<file path="config.mk">
export PLATFORM = sky130hd
export DESIGN_NAME = orbrf_framer
export DESIGN_NICKNAME = d
export VERILOG_FILES = /design/src/orbrf_pkg.sv /design/src/orbrf_framer.sv
export SDC_FILE = /design/constraint.sdc
export NUM_CORES = 2
export LEC_CHECK = 0
export CORE_MARGIN = 2
export CORE_UTILIZATION = 55
export CTS_CLUSTER_DIAMETER = 100
export DETAILED_ROUTE_END_ITERATION = 8
export DONT_BUFFER_PORTS = 1
export GPL_ROUTABILITY_DRIVEN = 0
export HOLD_SLACK_MARGIN = 0.02
export PLACE_DENSITY = 0.7
export SLEW_MARGIN = 20
export SYNTH_ARGS = -nofsm -noshare
export SYNTH_HDL_FRONTEND = slang
export SYNTH_SLANG_ARGS = --single-unit
</file>
<file path="constraint.sdc">
create_clock -name CLK_SYS_I -period 18.61 [get_ports CLK_SYS_I]
set_clock_uncertainty 0.15 [all_clocks]
set_input_delay 3.722 -clock CLK_SYS_I [delete_from_list [all_inputs] [get_ports CLK_SYS_I]]
set_output_delay 3.722 -clock CLK_SYS_I [all_outputs]
set_load 0.1 [all_outputs]
</file>
<file path="src/orbrf_pkg.sv">
// Behaviour
// - status 0 when ack complete returned
// - status 1 when packet needs no ack
// - status 2 for ack other than comp/busy X/pending
// - status 3 when no ack returned
// - doorbell response: 4 not queued, 5 queued
// - status 7 when retry limit reached
// - pointer write response: 8 not queued, 9 queued
// - status A when response code not complete
// - status B on split transaction timeout
// - status C when bus reset discards request
// - status D on transaction reset or clear
// - speed 00/01/10, 11 undefined
// - follow-on label of auto fetch, else zero
// - follow-on label only in command fifo
// - store returned acknowledge code in record
// - retry field new/X/A/B as 00..11
// - node address is bus ten, node six
// - priority bits zero for cable operation
// - source id of responder in record
// - orb offset high, low and orb data stored
// - host reads fifos at 84h and 88h
// - short select bits choose shortened record layout
package orbrf_pkg;

    // ****************
    // bus map
    // ****************
    localparam logic [7:0] ADR_FETCH_CTRL = 8'h44;
    localparam logic [7:0] ADR_MGMT_READ  = 8'h84;
    localparam logic [7:0] ADR_CMD_READ   = 8'h88;
    localparam logic [7:0] ADR_TXN_CTRL   = 8'h90;
    localparam logic [7:0] ADR_LEVEL      = 8'hA0;
    localparam int         BIT_MGMT_SHORT = 0;
    localparam int         BIT_CMD_SHORT  = 1;
    localparam int         BIT_CONT_FETCH = 2;
    localparam int         BIT_TXN_RESET  = 0;
    localparam int         BIT_TX_CLEAR   = 1;
    localparam int         POS_CMD_LEVEL  = 16;
    localparam logic [2:0] FETCH_CTRL_RST = 3'h0;

    // ****************
    // record layout
    // ****************
    localparam int         FIFO_DEPTH  = 32;
    localparam int         ORB_QUADS   = 8;
    localparam logic [3:0] LONG_QUADS  = 4'hC;
    localparam logic [3:0] SHORT_QUADS = 4'hB;
    localparam int         POS_STATUS  = 28;
    localparam int         POS_SPD     = 20;
    localparam int         POS_FOLLOW  = 14;
    localparam int         POS_TLABEL  = 8;
    localparam int         POS_ACK     = 0;
    localparam int         POS_TCODE   = 28;
    localparam int         POS_RT      = 26;
    localparam int         POS_PRIOR   = 22;
    localparam int         POS_RCODE   = 18;

    // ****************
    // codes
    // ****************
    localparam logic [3:0] ST_ACK_COMP     = 4'h0;
    localparam logic [3:0] ST_NO_ACK_KIND  = 4'h1;
    localparam logic [3:0] ST_ACK_ERROR    = 4'h2;
    localparam logic [3:0] ST_NO_ACK       = 4'h3;
    localparam logic [3:0] ST_BELL_IDLE    = 4'h4;
    localparam logic [3:0] ST_BELL_QUEUED  = 4'h5;
    localparam logic [3:0] ST_RETRY_LIMIT  = 4'h7;
    localparam logic [3:0] ST_PTR_IDLE     = 4'h8;
    localparam logic [3:0] ST_PTR_QUEUED   = 4'h9;
    localparam logic [3:0] ST_RCODE_ERROR  = 4'hA;
    localparam logic [3:0] ST_SPLIT_TIMEOUT = 4'hB;
    localparam logic [3:0] ST_BUS_RESET    = 4'hC;
    localparam logic [3:0] ST_TXN_DISCARD  = 4'hD;
    localparam logic [3:0] ACK_COMPLETE    = 4'h1;
    localparam logic [3:0] ACK_PENDING     = 4'h2;
    localparam logic [3:0] ACK_BUSY_X      = 4'h4;
    localparam logic [3:0] RCODE_COMPLETE  = 4'h0;
    localparam logic [1:0] SPD_UNDEFINED   = 2'h3;
    localparam logic [1:0] SPD_S100        = 2'h0;

    typedef enum logic [2:0] {
        ORBRF_OC_ACKED, ORBRF_OC_UNACKED_KIND, ORBRF_OC_NO_ACK, ORBRF_OC_RETRY_LIMIT,
        ORBRF_OC_RESPONSE, ORBRF_OC_SPLIT_TIMEOUT, ORBRF_OC_BUS_RESET, ORBRF_OC_TXN_RESET
    } orbrf_outcome_t;

    typedef enum logic [1:0] {
        ORBRF_REQ_PLAIN, ORBRF_REQ_DOORBELL, ORBRF_REQ_ORB_POINTER
    } orbrf_req_t;

    typedef struct packed {
        logic                    to_cmd;
        orbrf_outcome_t          outcome;
        orbrf_req_t              req;
        logic                    next_orb_null;
        logic                    followon_queued;
        logic [5:0]              followon_label;
        logic [1:0]              spd;
        logic [5:0]              tlabel;
        logic [1:0]              rt;
        logic [3:0]              tcode;
        logic [3:0]              ack;
        logic [3:0]              rcode;
        logic [9:0]              bus;
        logic [5:0]              node;
        logic [15:0]             off_hi;
        logic [31:0]             off_lo;
        logic [ORB_QUADS*32-1:0] orb;
    } orbrf_event_t;

    typedef struct packed {
        logic        cyc;
        logic        stb;
        logic        we;
        logic [3:0]  sel;
        logic [7:0]  adr;
        logic [31:0] dat;
    } orbrf_wb_req_t;

    typedef struct packed {
        logic        ack;
        logic [31:0] dat;
    } orbrf_wb_rsp_t;

endpackage

</file>
<file path="src/orbrf_framer.sv">
// Design decisions made here: the address map and register access over Wishbone.
`timescale 1ns/100ps
module orbrf_framer (
    // clock and reset
    input  wire logic                   CLK_SYS_I,
    input  wire logic                   RST_I,
    // register bus
    input  wire orbrf_pkg::orbrf_wb_req_t WB_I,
    output      orbrf_pkg::orbrf_wb_rsp_t WB_O,
    // completion events
    input  wire logic                   EV_VALID_I,
    input  wire orbrf_pkg::orbrf_event_t  EV_I,
    output      logic                   EV_READY_O,
    // discard requests to transaction engine
    output      logic                   TXN_RESET_O,
    output      logic                   TX_FIFO_CLEAR_O
);
    import orbrf_pkg::*;

    typedef enum {ORBRF_IDLE, ORBRF_WRITE} orbrf_state_t;

    // ****************
    // declarations
    // ****************
    orbrf_state_t   state_q;
    orbrf_event_t   ev_q;
    logic [31:0]    hdr_d;
    logic [31:0]    hdr_q;
    logic [3:0]     st_d;
    logic           queued_d;
    logic [5:0]     follow_d;
    logic [1:0]     spd_d;
    logic           short_q;
    logic [3:0]     idx_q;
    logic [3:0]     qsel;
    logic [3:0]     last_idx;
    logic [31:0]    quad;
    logic [2:0]     fetch_ctrl_q;
    logic           accept;
    logic           acc;
    logic           ack_q;
    logic [31:0]    rdat_q;
    logic           txn_reset_q;
    logic           tx_clear_q;
    logic [1:0]     wr_en;
    logic [1:0]     pop;
    logic [1:0]     full;
    logic [1:0]     empty;
    logic [31:0]    rd_data [2];
    logic [5:0]     level [2];
    logic           cur_full;

    // ****************
    // status code
    // ****************
    always_comb begin
        st_d     = ST_ACK_COMP;
        queued_d = 1'b0;
        case (EV_I.outcome)
            ORBRF_OC_ACKED: begin
                if (EV_I.ack == ACK_COMPLETE) begin
                    st_d = ST_ACK_COMP;
                end else if (EV_I.ack != ACK_BUSY_X && EV_I.ack != ACK_PENDING) begin
                    st_d = ST_ACK_ERROR;
                end
            end
            ORBRF_OC_UNACKED_KIND:  st_d = ST_NO_ACK_KIND;
            ORBRF_OC_NO_ACK:        st_d = ST_NO_ACK;
            ORBRF_OC_RETRY_LIMIT:   st_d = ST_RETRY_LIMIT;
            ORBRF_OC_SPLIT_TIMEOUT: st_d = ST_SPLIT_TIMEOUT;
            ORBRF_OC_BUS_RESET:     st_d = ST_BUS_RESET;
            ORBRF_OC_TXN_RESET:     st_d = ST_TXN_DISCARD;
            ORBRF_OC_RESPONSE: begin
                if (EV_I.rcode != RCODE_COMPLETE) begin
                    st_d = ST_RCODE_ERROR;
                end else begin
                    case (EV_I.req)
                        ORBRF_REQ_DOORBELL: begin
                            queued_d = EV_I.followon_queued;
                            st_d     = queued_d ? ST_BELL_QUEUED : ST_BELL_IDLE;
                        end
                        ORBRF_REQ_ORB_POINTER: begin
                            queued_d = !EV_I.next_orb_null && fetch_ctrl_q[BIT_CONT_FETCH];
                            st_d     = queued_d ? ST_PTR_QUEUED : ST_PTR_IDLE;
                        end
                        default: st_d = ST_ACK_COMP;
                    endcase
                end
            end
            default: st_d = ST_NO_ACK;
        endcase
    end

    // ****************
    // header quadlet
    // ****************
    always_comb begin
        follow_d = (EV_I.to_cmd && queued_d) ? EV_I.followon_label : 6'h00;
        spd_d    = (EV_I.spd == SPD_UNDEFINED) ? SPD_S100 : EV_I.spd;
        hdr_d                             = 32'h0000_0000;
        hdr_d[POS_STATUS +: 4]            = st_d;
        hdr_d[POS_SPD +: 2]               = spd_d;
        hdr_d[POS_FOLLOW +: 6]            = follow_d;
        hdr_d[POS_TLABEL +: 6]            = EV_I.tlabel;
        hdr_d[POS_ACK +: 4]               = EV_I.ack;
    end

    // ****************
    // record sequencer
    // ****************
    assign accept     = EV_VALID_I && EV_READY_O;
    assign EV_READY_O = (state_q == ORBRF_IDLE);
    assign cur_full   = ev_q.to_cmd ? full[1] : full[0];
    assign last_idx   = short_q ? SHORT_QUADS - 4'h1 : LONG_QUADS - 4'h1;
    assign qsel       = (short_q && idx_q != 4'h0) ? idx_q + 4'h1 : idx_q;

    always_ff @(posedge CLK_SYS_I or posedge RST_I) begin
        if (RST_I) begin
            state_q <= ORBRF_IDLE;
            idx_q   <= 4'h0;
        end else begin
            case (state_q)
                ORBRF_IDLE: begin
                    idx_q <= 4'h0;
                    if (accept) begin
                        state_q <= ORBRF_WRITE;
                    end
                end
                ORBRF_WRITE: begin
                    if (!cur_full) begin
                        if (idx_q == last_idx) begin
                            state_q <= ORBRF_IDLE;
                            idx_q   <= 4'h0;
                        end else begin
                            idx_q <= idx_q + 4'h1;
                        end
                    end
                end
                default: state_q <= ORBRF_IDLE;
            endcase
        end
    end

    always_ff @(posedge CLK_SYS_I or posedge RST_I) begin
        if (RST_I) begin
            ev_q    <= '0;
            hdr_q   <= 32'h0000_0000;
            short_q <= 1'b0;
        end else if (accept) begin
            ev_q    <= EV_I;
            hdr_q   <= hdr_d;
            short_q <= EV_I.to_cmd ? fetch_ctrl_q[BIT_CMD_SHORT]
                                   : fetch_ctrl_q[BIT_MGMT_SHORT];
        end
    end

    // ****************
    // quadlet select
    // ****************
    always_comb begin
        quad = 32'h0000_0000;
        case (qsel)
            4'h0: quad = hdr_q;
            4'h1: begin
                quad[POS_TCODE +: 4] = ev_q.tcode;
                quad[POS_RT +: 2]    = ev_q.rt;
                quad[POS_PRIOR +: 4] = 4'h0;
                quad[POS_RCODE +: 4] = ev_q.rcode;
            end
            4'h2: quad = {ev_q.bus, ev_q.node, ev_q.off_hi};
            4'h3: quad = ev_q.off_lo;
            default: begin
                quad = ev_q.orb[(ORB_QUADS - 1 - (int'(qsel) - 4)) * 32 +: 32];
            end
        endcase
    end

    assign wr_en[0] = (state_q == ORBRF_WRITE) && !ev_q.to_cmd && !full[0];
    assign wr_en[1] = (state_q == ORBRF_WRITE) && ev_q.to_cmd && !full[1];

    // ****************
    // receive fifos
    // ****************
    for (genvar f = 0; f < 2; f++) begin : g_fifo
        logic [31:0] mem [FIFO_DEPTH];
        logic [4:0]  wp_q;
        logic [4:0]  rp_q;
        logic [5:0]  cnt_q;

        assign full[f]    = (cnt_q == 6'(FIFO_DEPTH));
        assign empty[f]   = (cnt_q == 6'h00);
        assign rd_data[f] = mem[rp_q];
        assign level[f]   = cnt_q;

        always_ff @(posedge CLK_SYS_I) begin
            if (wr_en[f]) begin
                mem[wp_q] <= quad;
            end
        end

        always_ff @(posedge CLK_SYS_I or posedge RST_I) begin
            if (RST_I) begin
                wp_q  <= 5'h00;
                rp_q  <= 5'h00;
                cnt_q <= 6'h00;
            end else begin
                if (wr_en[f]) begin
                    wp_q <= wp_q + 5'h01;
                end
                if (pop[f]) begin
                    rp_q <= rp_q + 5'h01;
                end
                case ({wr_en[f], pop[f]})
                    2'b10:   cnt_q <= cnt_q + 6'h01;
                    2'b01:   cnt_q <= cnt_q - 6'h01;
                    default: cnt_q <= cnt_q;
                endcase
            end
        end
    end

    // ****************
    // register bus
    // ****************
    assign acc    = WB_I.cyc && WB_I.stb && !ack_q;
    assign pop[0] = acc && !WB_I.we && WB_I.adr == ADR_MGMT_READ && !empty[0];
    assign pop[1] = acc && !WB_I.we && WB_I.adr == ADR_CMD_READ && !empty[1];

    always_ff @(posedge CLK_SYS_I or posedge RST_I) begin
        if (RST_I) begin
            ack_q <= 1'b0;
        end else begin
            ack_q <= acc;
        end
    end

    always_ff @(posedge CLK_SYS_I or posedge RST_I) begin
        if (RST_I) begin
            rdat_q <= 32'h0000_0000;
        end else if (acc) begin
            rdat_q <= 32'h0000_0000;
            if (!WB_I.we) begin
                case (WB_I.adr)
                    ADR_FETCH_CTRL: rdat_q[2:0] <= fetch_ctrl_q;
                    ADR_MGMT_READ:  rdat_q <= empty[0] ? 32'h0000_0000 : rd_data[0];
                    ADR_CMD_READ:   rdat_q <= empty[1] ? 32'h0000_0000 : rd_data[1];
                    ADR_LEVEL: begin
                        rdat_q[5:0]                    <= level[0];
                        rdat_q[POS_CMD_LEVEL +: 6]     <= level[1];
                    end
                    default: rdat_q <= 32'h0000_0000;
                endcase
            end
        end
    end

    always_ff @(posedge CLK_SYS_I or posedge RST_I) begin
        if (RST_I) begin
            fetch_ctrl_q <= FETCH_CTRL_RST;
        end else if (acc && WB_I.we && WB_I.sel[0] && WB_I.adr == ADR_FETCH_CTRL) begin
            fetch_ctrl_q <= WB_I.dat[2:0];
        end
    end

    always_ff @(posedge CLK_SYS_I or posedge RST_I) begin
        if (RST_I) begin
            txn_reset_q <= 1'b0;
            tx_clear_q  <= 1'b0;
        end else begin
            txn_reset_q <= acc && WB_I.we && WB_I.sel[0] && WB_I.adr == ADR_TXN_CTRL
                           && WB_I.dat[BIT_TXN_RESET];
            tx_clear_q  <= acc && WB_I.we && WB_I.sel[0] && WB_I.adr == ADR_TXN_CTRL
                           && WB_I.dat[BIT_TX_CLEAR];
        end
    end

    assign WB_O.ack        = ack_q;
    assign WB_O.dat        = rdat_q;
    assign TXN_RESET_O     = txn_reset_q;
    assign TX_FIFO_CLEAR_O = tx_clear_q;

    // ****************
    // checks
    // ****************
    AST_COMP_ZERO: assert property (@(posedge CLK_SYS_I) disable iff (RST_I)
        accept && EV_I.outcome == ORBRF_OC_ACKED && EV_I.ack == ACK_COMPLETE
        |=> hdr_q[POS_STATUS +: 4] == ST_ACK_COMP)
        else $error("ack complete not coded zero");

    AST_NO_ACK_THREE: assert property (@(posedge CLK_SYS_I) disable iff (RST_I)
        accept && EV_I.outcome == ORBRF_OC_NO_ACK |=> hdr_q[POS_STATUS +: 4] == ST_NO_ACK)
        else $error("missing ack not coded three");

    AST_RETRY_SEVEN: assert property (@(posedge CLK_SYS_I) disable iff (RST_I)
        accept && EV_I.outcome == ORBRF_OC_RETRY_LIMIT
        |=> hdr_q[POS_STATUS +: 4] == ST_RETRY_LIMIT)
        else $error("retry limit not coded seven");

    AST_PTR_QUEUED: assert property (@(posedge CLK_SYS_I) disable iff (RST_I)
        accept && EV_I.outcome == ORBRF_OC_RESPONSE && EV_I.rcode == RCODE_COMPLETE
        && EV_I.req == ORBRF_REQ_ORB_POINTER
        |=> hdr_q[POS_STATUS +: 4] == ($past(EV_I.next_orb_null)
            || !$past(fetch_ctrl_q[BIT_CONT_FETCH]) ? ST_PTR_IDLE : ST_PTR_QUEUED))
        else $error("pointer write status wrong");

    AST_MGMT_NO_FOLLOW: assert property (@(posedge CLK_SYS_I) disable iff (RST_I)
        wr_en[0] && idx_q == 4'h0 |-> quad[POS_FOLLOW +: 6] == 6'h00)
        else $error("follow-on label in management record");

    AST_SPD_DEFINED: assert property (@(posedge CLK_SYS_I) disable iff (RST_I)
        (wr_en != 2'b00) && idx_q == 4'h0 |-> quad[POS_SPD +: 2] != SPD_UNDEFINED)
        else $error("undefined speed recorded");

    AST_RESERVED_CODES: assert property (@(posedge CLK_SYS_I) disable iff (RST_I)
        state_q == ORBRF_WRITE |-> hdr_q[POS_STATUS +: 4] != 4'h6
        && hdr_q[POS_STATUS +: 4] < 4'hE)
        else $error("reserved status code");

    AST_RECORD_LEN: assert property (@(posedge CLK_SYS_I) disable iff (RST_I)
        accept && !EV_I.to_cmd && !fetch_ctrl_q[BIT_MGMT_SHORT] && level[0] == 6'h00
        && !pop[0] ##1 (!pop[0])[*8] |-> level[0] == 6'h07)
        else $error("long record not written one quadlet per cycle");

    AST_BUS_ACK: assert property (@(posedge CLK_SYS_I) disable iff (RST_I)
        WB_I.cyc && WB_I.stb && !ack_q |=> ack_q ##1 !ack_q)
        else $error("bus answer not a single cycle");

    AST_TXN_PULSE: assert property (@(posedge CLK_SYS_I) disable iff (RST_I)
        acc && WB_I.we && WB_I.sel[0] && WB_I.adr == ADR_TXN_CTRL && WB_I.dat[BIT_TXN_RESET]
        |=> TXN_RESET_O ##1 !TXN_RESET_O)
        else $error("transaction reset pulse missing");

endmodule // orbrf_framer

</file>
==> results.toml <==
[yosys]
async_flop_share = 0.173
syn_nets = 6186
ys_ff_latch = 2477
synth_area_mm2 = 0.0988
avgSynthCellArea_um2 = 17.2
synth_flop_cell = "edfxtp_1"
synthCells = 5757
ys_seq_area_frac = 0.731
synth_cell_types = 84
synth_warnings = 0
synth_edf_count = 2048

[critical_path]
cp.required_ns = 19.22
worstPathArrival_ns = 7.09
rr_endpoint = "g_fifo[1].mem[17][30]"
crit_end = "g_fifo[0].cnt_q[4]"
endpoint_kind = "flip-flop"
criticalPathCategory = "in2reg"
path_max_fanout = 11
reg2reg_from = "idx_q[0]"
startpoint_type = "input port"
rr_worst_depth = 13
startpoint = "WB_I[33]"
r2r_slack_ns = 12.79

[final_layout]
num-fill-cells = 12407
drive_gt1_frac = 0.203
nNetsFinal = 6249
multi_input_area_mm2 = 0.0256
regArea_mm2 = 0.0723
area_delta_synth_final_pct = 11.4
finalNonFillerCells = 8399
fin_area_mm2 = 0.110

[floorplanning]
core-area_mm2 = 0.178
start_util = 0.554
die_w_um = 428
io_pins = 442
row_count = 155
fp.dieArea_mm2 = 0.183
die_y_um = 428

[grt]
grt-ovfl-total = 0
antenna_found_initial = 24
grt_pass1_wl_um = 373000
grtUsageTotal = 0.282
grt_max_degree = 215
grt_pass1_vias = 53082

[placed_design]
placed_cell_area_mm2 = 0.102
dp_hpwl_um = 151000
io_buffers = 0
dp.cells = 7937

[clock_network]
cts_hold_buf = 0
insertion_delay_ns = 0.90
cts_buffers = 235
cts_buffer_depth = 3
root_buffer = "clkbuf_16"
path_clk_slew_ns = 0.06
postCtsSetupBuffers = 0
cts_num_sinks = 2477
post_cts_resize_count = 0
cts_tree = "yes"
htree_num_levels = 4

[route]
vias_per_cell = 6.41
firstDrtPassIters = 6
antenna_left = 0
drt_iter0_drc = 6850
wl_um = 259000
drt_drc_violations_left = 0
detail_route.wl_per_cell_um = 30.8
vias = 53876

[flow_run]
cap_violations = 0

[timing]
final_max_slew_viol_count = 0
finalHoldViolCount = 0
fin_crit_ns = 6.49
fmax_mhz = 154
finalSetupViolations = 0
rsz0062_at_grt = "false"
tightest_slew_ns = 1.18
period_share = 0.348
timing.slew.headroom = 0.210
fin_tns_setup_ns = 0

[power_and_ir_drop]
cellLeakagePower_uw = 0.0378
ir_drop_mv = 0.205
pwr_density_cell_mw_per_mm2 = 168

[run_status]
status = "finished clean"

[hold_path]
hp-class = "reg2reg"
[power by group]
| part | switching [uW] | total (uW) | internal [uW] |
|---|---|---|---|
| registers | 364 | 9030 | 8670 |
| clock network | 2110 | 4840 | 2730 |
| logic | 3650 | 4630 | 982 |
[worst min-delay path by stage]
| stage | end | cells past startpoint | from | slack [ns] |
|---|---|---|---|---|
| global placement | hdr_q[31] | 2 | hdr_q[31] | 0.30 |
| global route | ev_q[222] | 2 | ev_q[222] | 0.34 |
| CTS | hdr_q[21] | 2 | hdr_q[21] | 0.32 |
| detailed placement | hdr_q[21] | 2 | hdr_q[21] | 0.31 |
| finish | hdr_q[21] | 2 | hdr_q[21] | 0.32 |
| floorplan | hdr_q[20] | 2 | hdr_q[20] | 0.28 |
[logic make-up (layout without fill, tap and decap cells)]
logic type               after synthesis  in the layout  synth area share
AO/OA/AOI/OAI                        454            454            0.0329
AND/OR/NAND/NOR                     1606           1606            0.0669
flip-flops                          2477           2477             0.731
other                                  0             20                 0
adder cells (fa/ha/maj)               23             23           0.00291
XOR/XNOR                              37             37           0.00355
multiplexers                         799            799             0.146
buffers and inverters                361            628            0.0171
[cells in the final DEF (no fill, tap or decap), drive strengths merged, types with 21 or more instances in the layout]
| cell type | synthesis | routed |
|---|---|---|
| buf | 184 | 151 |
| bufinv | 0 | 21 |
| o22ai | 72 | 72 |
| nor3 | 38 | 38 |
| o21ai | 61 | 61 |
| mux2i | 232 | 232 |
| clkinv | 1 | 98 |
| a21oi | 37 | 37 |
| mux4 | 505 | 505 |
| a22oi | 60 | 60 |
| a211oi | 60 | 60 |
| mux2 | 62 | 62 |
| nor2b | 29 | 29 |
| edfxtp | 2048 | 2048 |
| inv | 35 | 42 |
| clkbuf | 141 | 308 |
| and3 | 21 | 21 |
| nor2 | 128 | 128 |
| ha | 23 | 23 |
| dfrtp | 429 | 429 |
| nand2 | 1258 | 1258 |
| nand3 | 41 | 41 |
[worst max-delay path, stage by stage]
cell,delay [ns]
nor4_1,0.83
o211ai_1,0.24
nor2_1,0.53
ha_1,0.55
xor2_1,0.19
ha_1,0.24
inv_1,0.05
o21ai_0,0.13
o21ai_0,0.10
a221oi_1,0.26
nor2_1,0.08
xor2_1,0.14
[metrics by stage]
step | total power, uW | setup WS, ns | hold WS (ns) | utilization
CTS | 18500 | 12.24 | 0.319 | 0.617
finish | 18500 | 12.12 | 0.319 | 0.617
global route | 19200 | 11.90 | 0.335 | 0.617
global placement | 13500 | 11.30 | 0.297 | 0.572
floorplan | 11700 | 2.79 | 0.284 | -
detailed placement | 13700 | 11.31 | 0.307 | 0.572
[routing by layer]
metal / vias to the layer above / GRT usage / wire length, um
met1: 28262 / 0.394 / 99300
met2: 2753 / 0.439 / 123000
li1: 22376 / - / -
met3: 475 / 0.0572 / 25100
met5: - / 0 / 57
met4: 10 / 0.118 / 11100
[synthesized netlist by cell type (5+ instances only)]
master     count  area share
clkbuf_1     141      0.0054
o22ai_1       72      0.0046
a22oi_1       60      0.0046
nand3b_1      11     0.00084
a22o_1        10     0.00089
and3_1        21      0.0013
a2111oi_0     14      0.0012
nand2b_1       9     0.00057
nor3b_1        6     0.00046
nand2_1     1256       0.048
o41ai_1        8     0.00071
a31oi_1       19      0.0012
o21ai_0       60      0.0030
a211o_1        9     0.00080
nor2_1       127      0.0048
and2_1        15     0.00095
nor2b_1       29      0.0018
mux2i_1      232       0.023
or3b_2         5     0.00044
buf_4         39      0.0030
inv_1         33      0.0013
xnor2_1       18      0.0016
buf_1         21     0.00080
nand3_1       39      0.0020
dfrtp_1      429        0.11
edfxtp_1    2048        0.62
nand4_1        6     0.00038
a32oi_1       20      0.0018
ha_1          23      0.0029
buf_6          6     0.00068
o31ai_1       10     0.00076
mux2_2        62      0.0071
o211ai_1      15      0.0011
a32o_1        17      0.0017
o2bb2ai_1      9     0.00080
nor3_1        38      0.0019
mux4_2       505        0.12
or2_2          6     0.00038
xor2_1        17      0.0015
o221ai_1       8     0.00071
nor4_1         8     0.00051
a211oi_1      59      0.0045
buf_2        118      0.0060
a21oi_1       37      0.0019
[flip-flops by register name, indices dropped and copies added (netlist names)]
signal / cells
g_fifo.mem: 2048
idx_q: 4
state_q: 1
ev_q: 331
rdat_q: 32
ack_q: 1
short_q: 1
fetch_ctrl_q: 3
TX_FIFO_CLEAR_O: 1
g_fifo.rp_q: 10
TXN_RESET_O: 1
hdr_q: 22
g_fifo.wp_q: 10
g_fifo.cnt_q: 12
[area by class of cell]
class | instances | share of cell area
clock inverters | 133 | 0.0135
flip-flops and latches | 2477 | 0.656
well taps | 2355 | 0.0268
multi-input cells | 2919 | 0.232
clock buffers | 308 | 0.0582
diodes | 20 | 0.000455
repair buffers | 151 | 0.0114
inverters | 36 | 0.00130
Note: power is estimated with default switching activity, not from simulation.
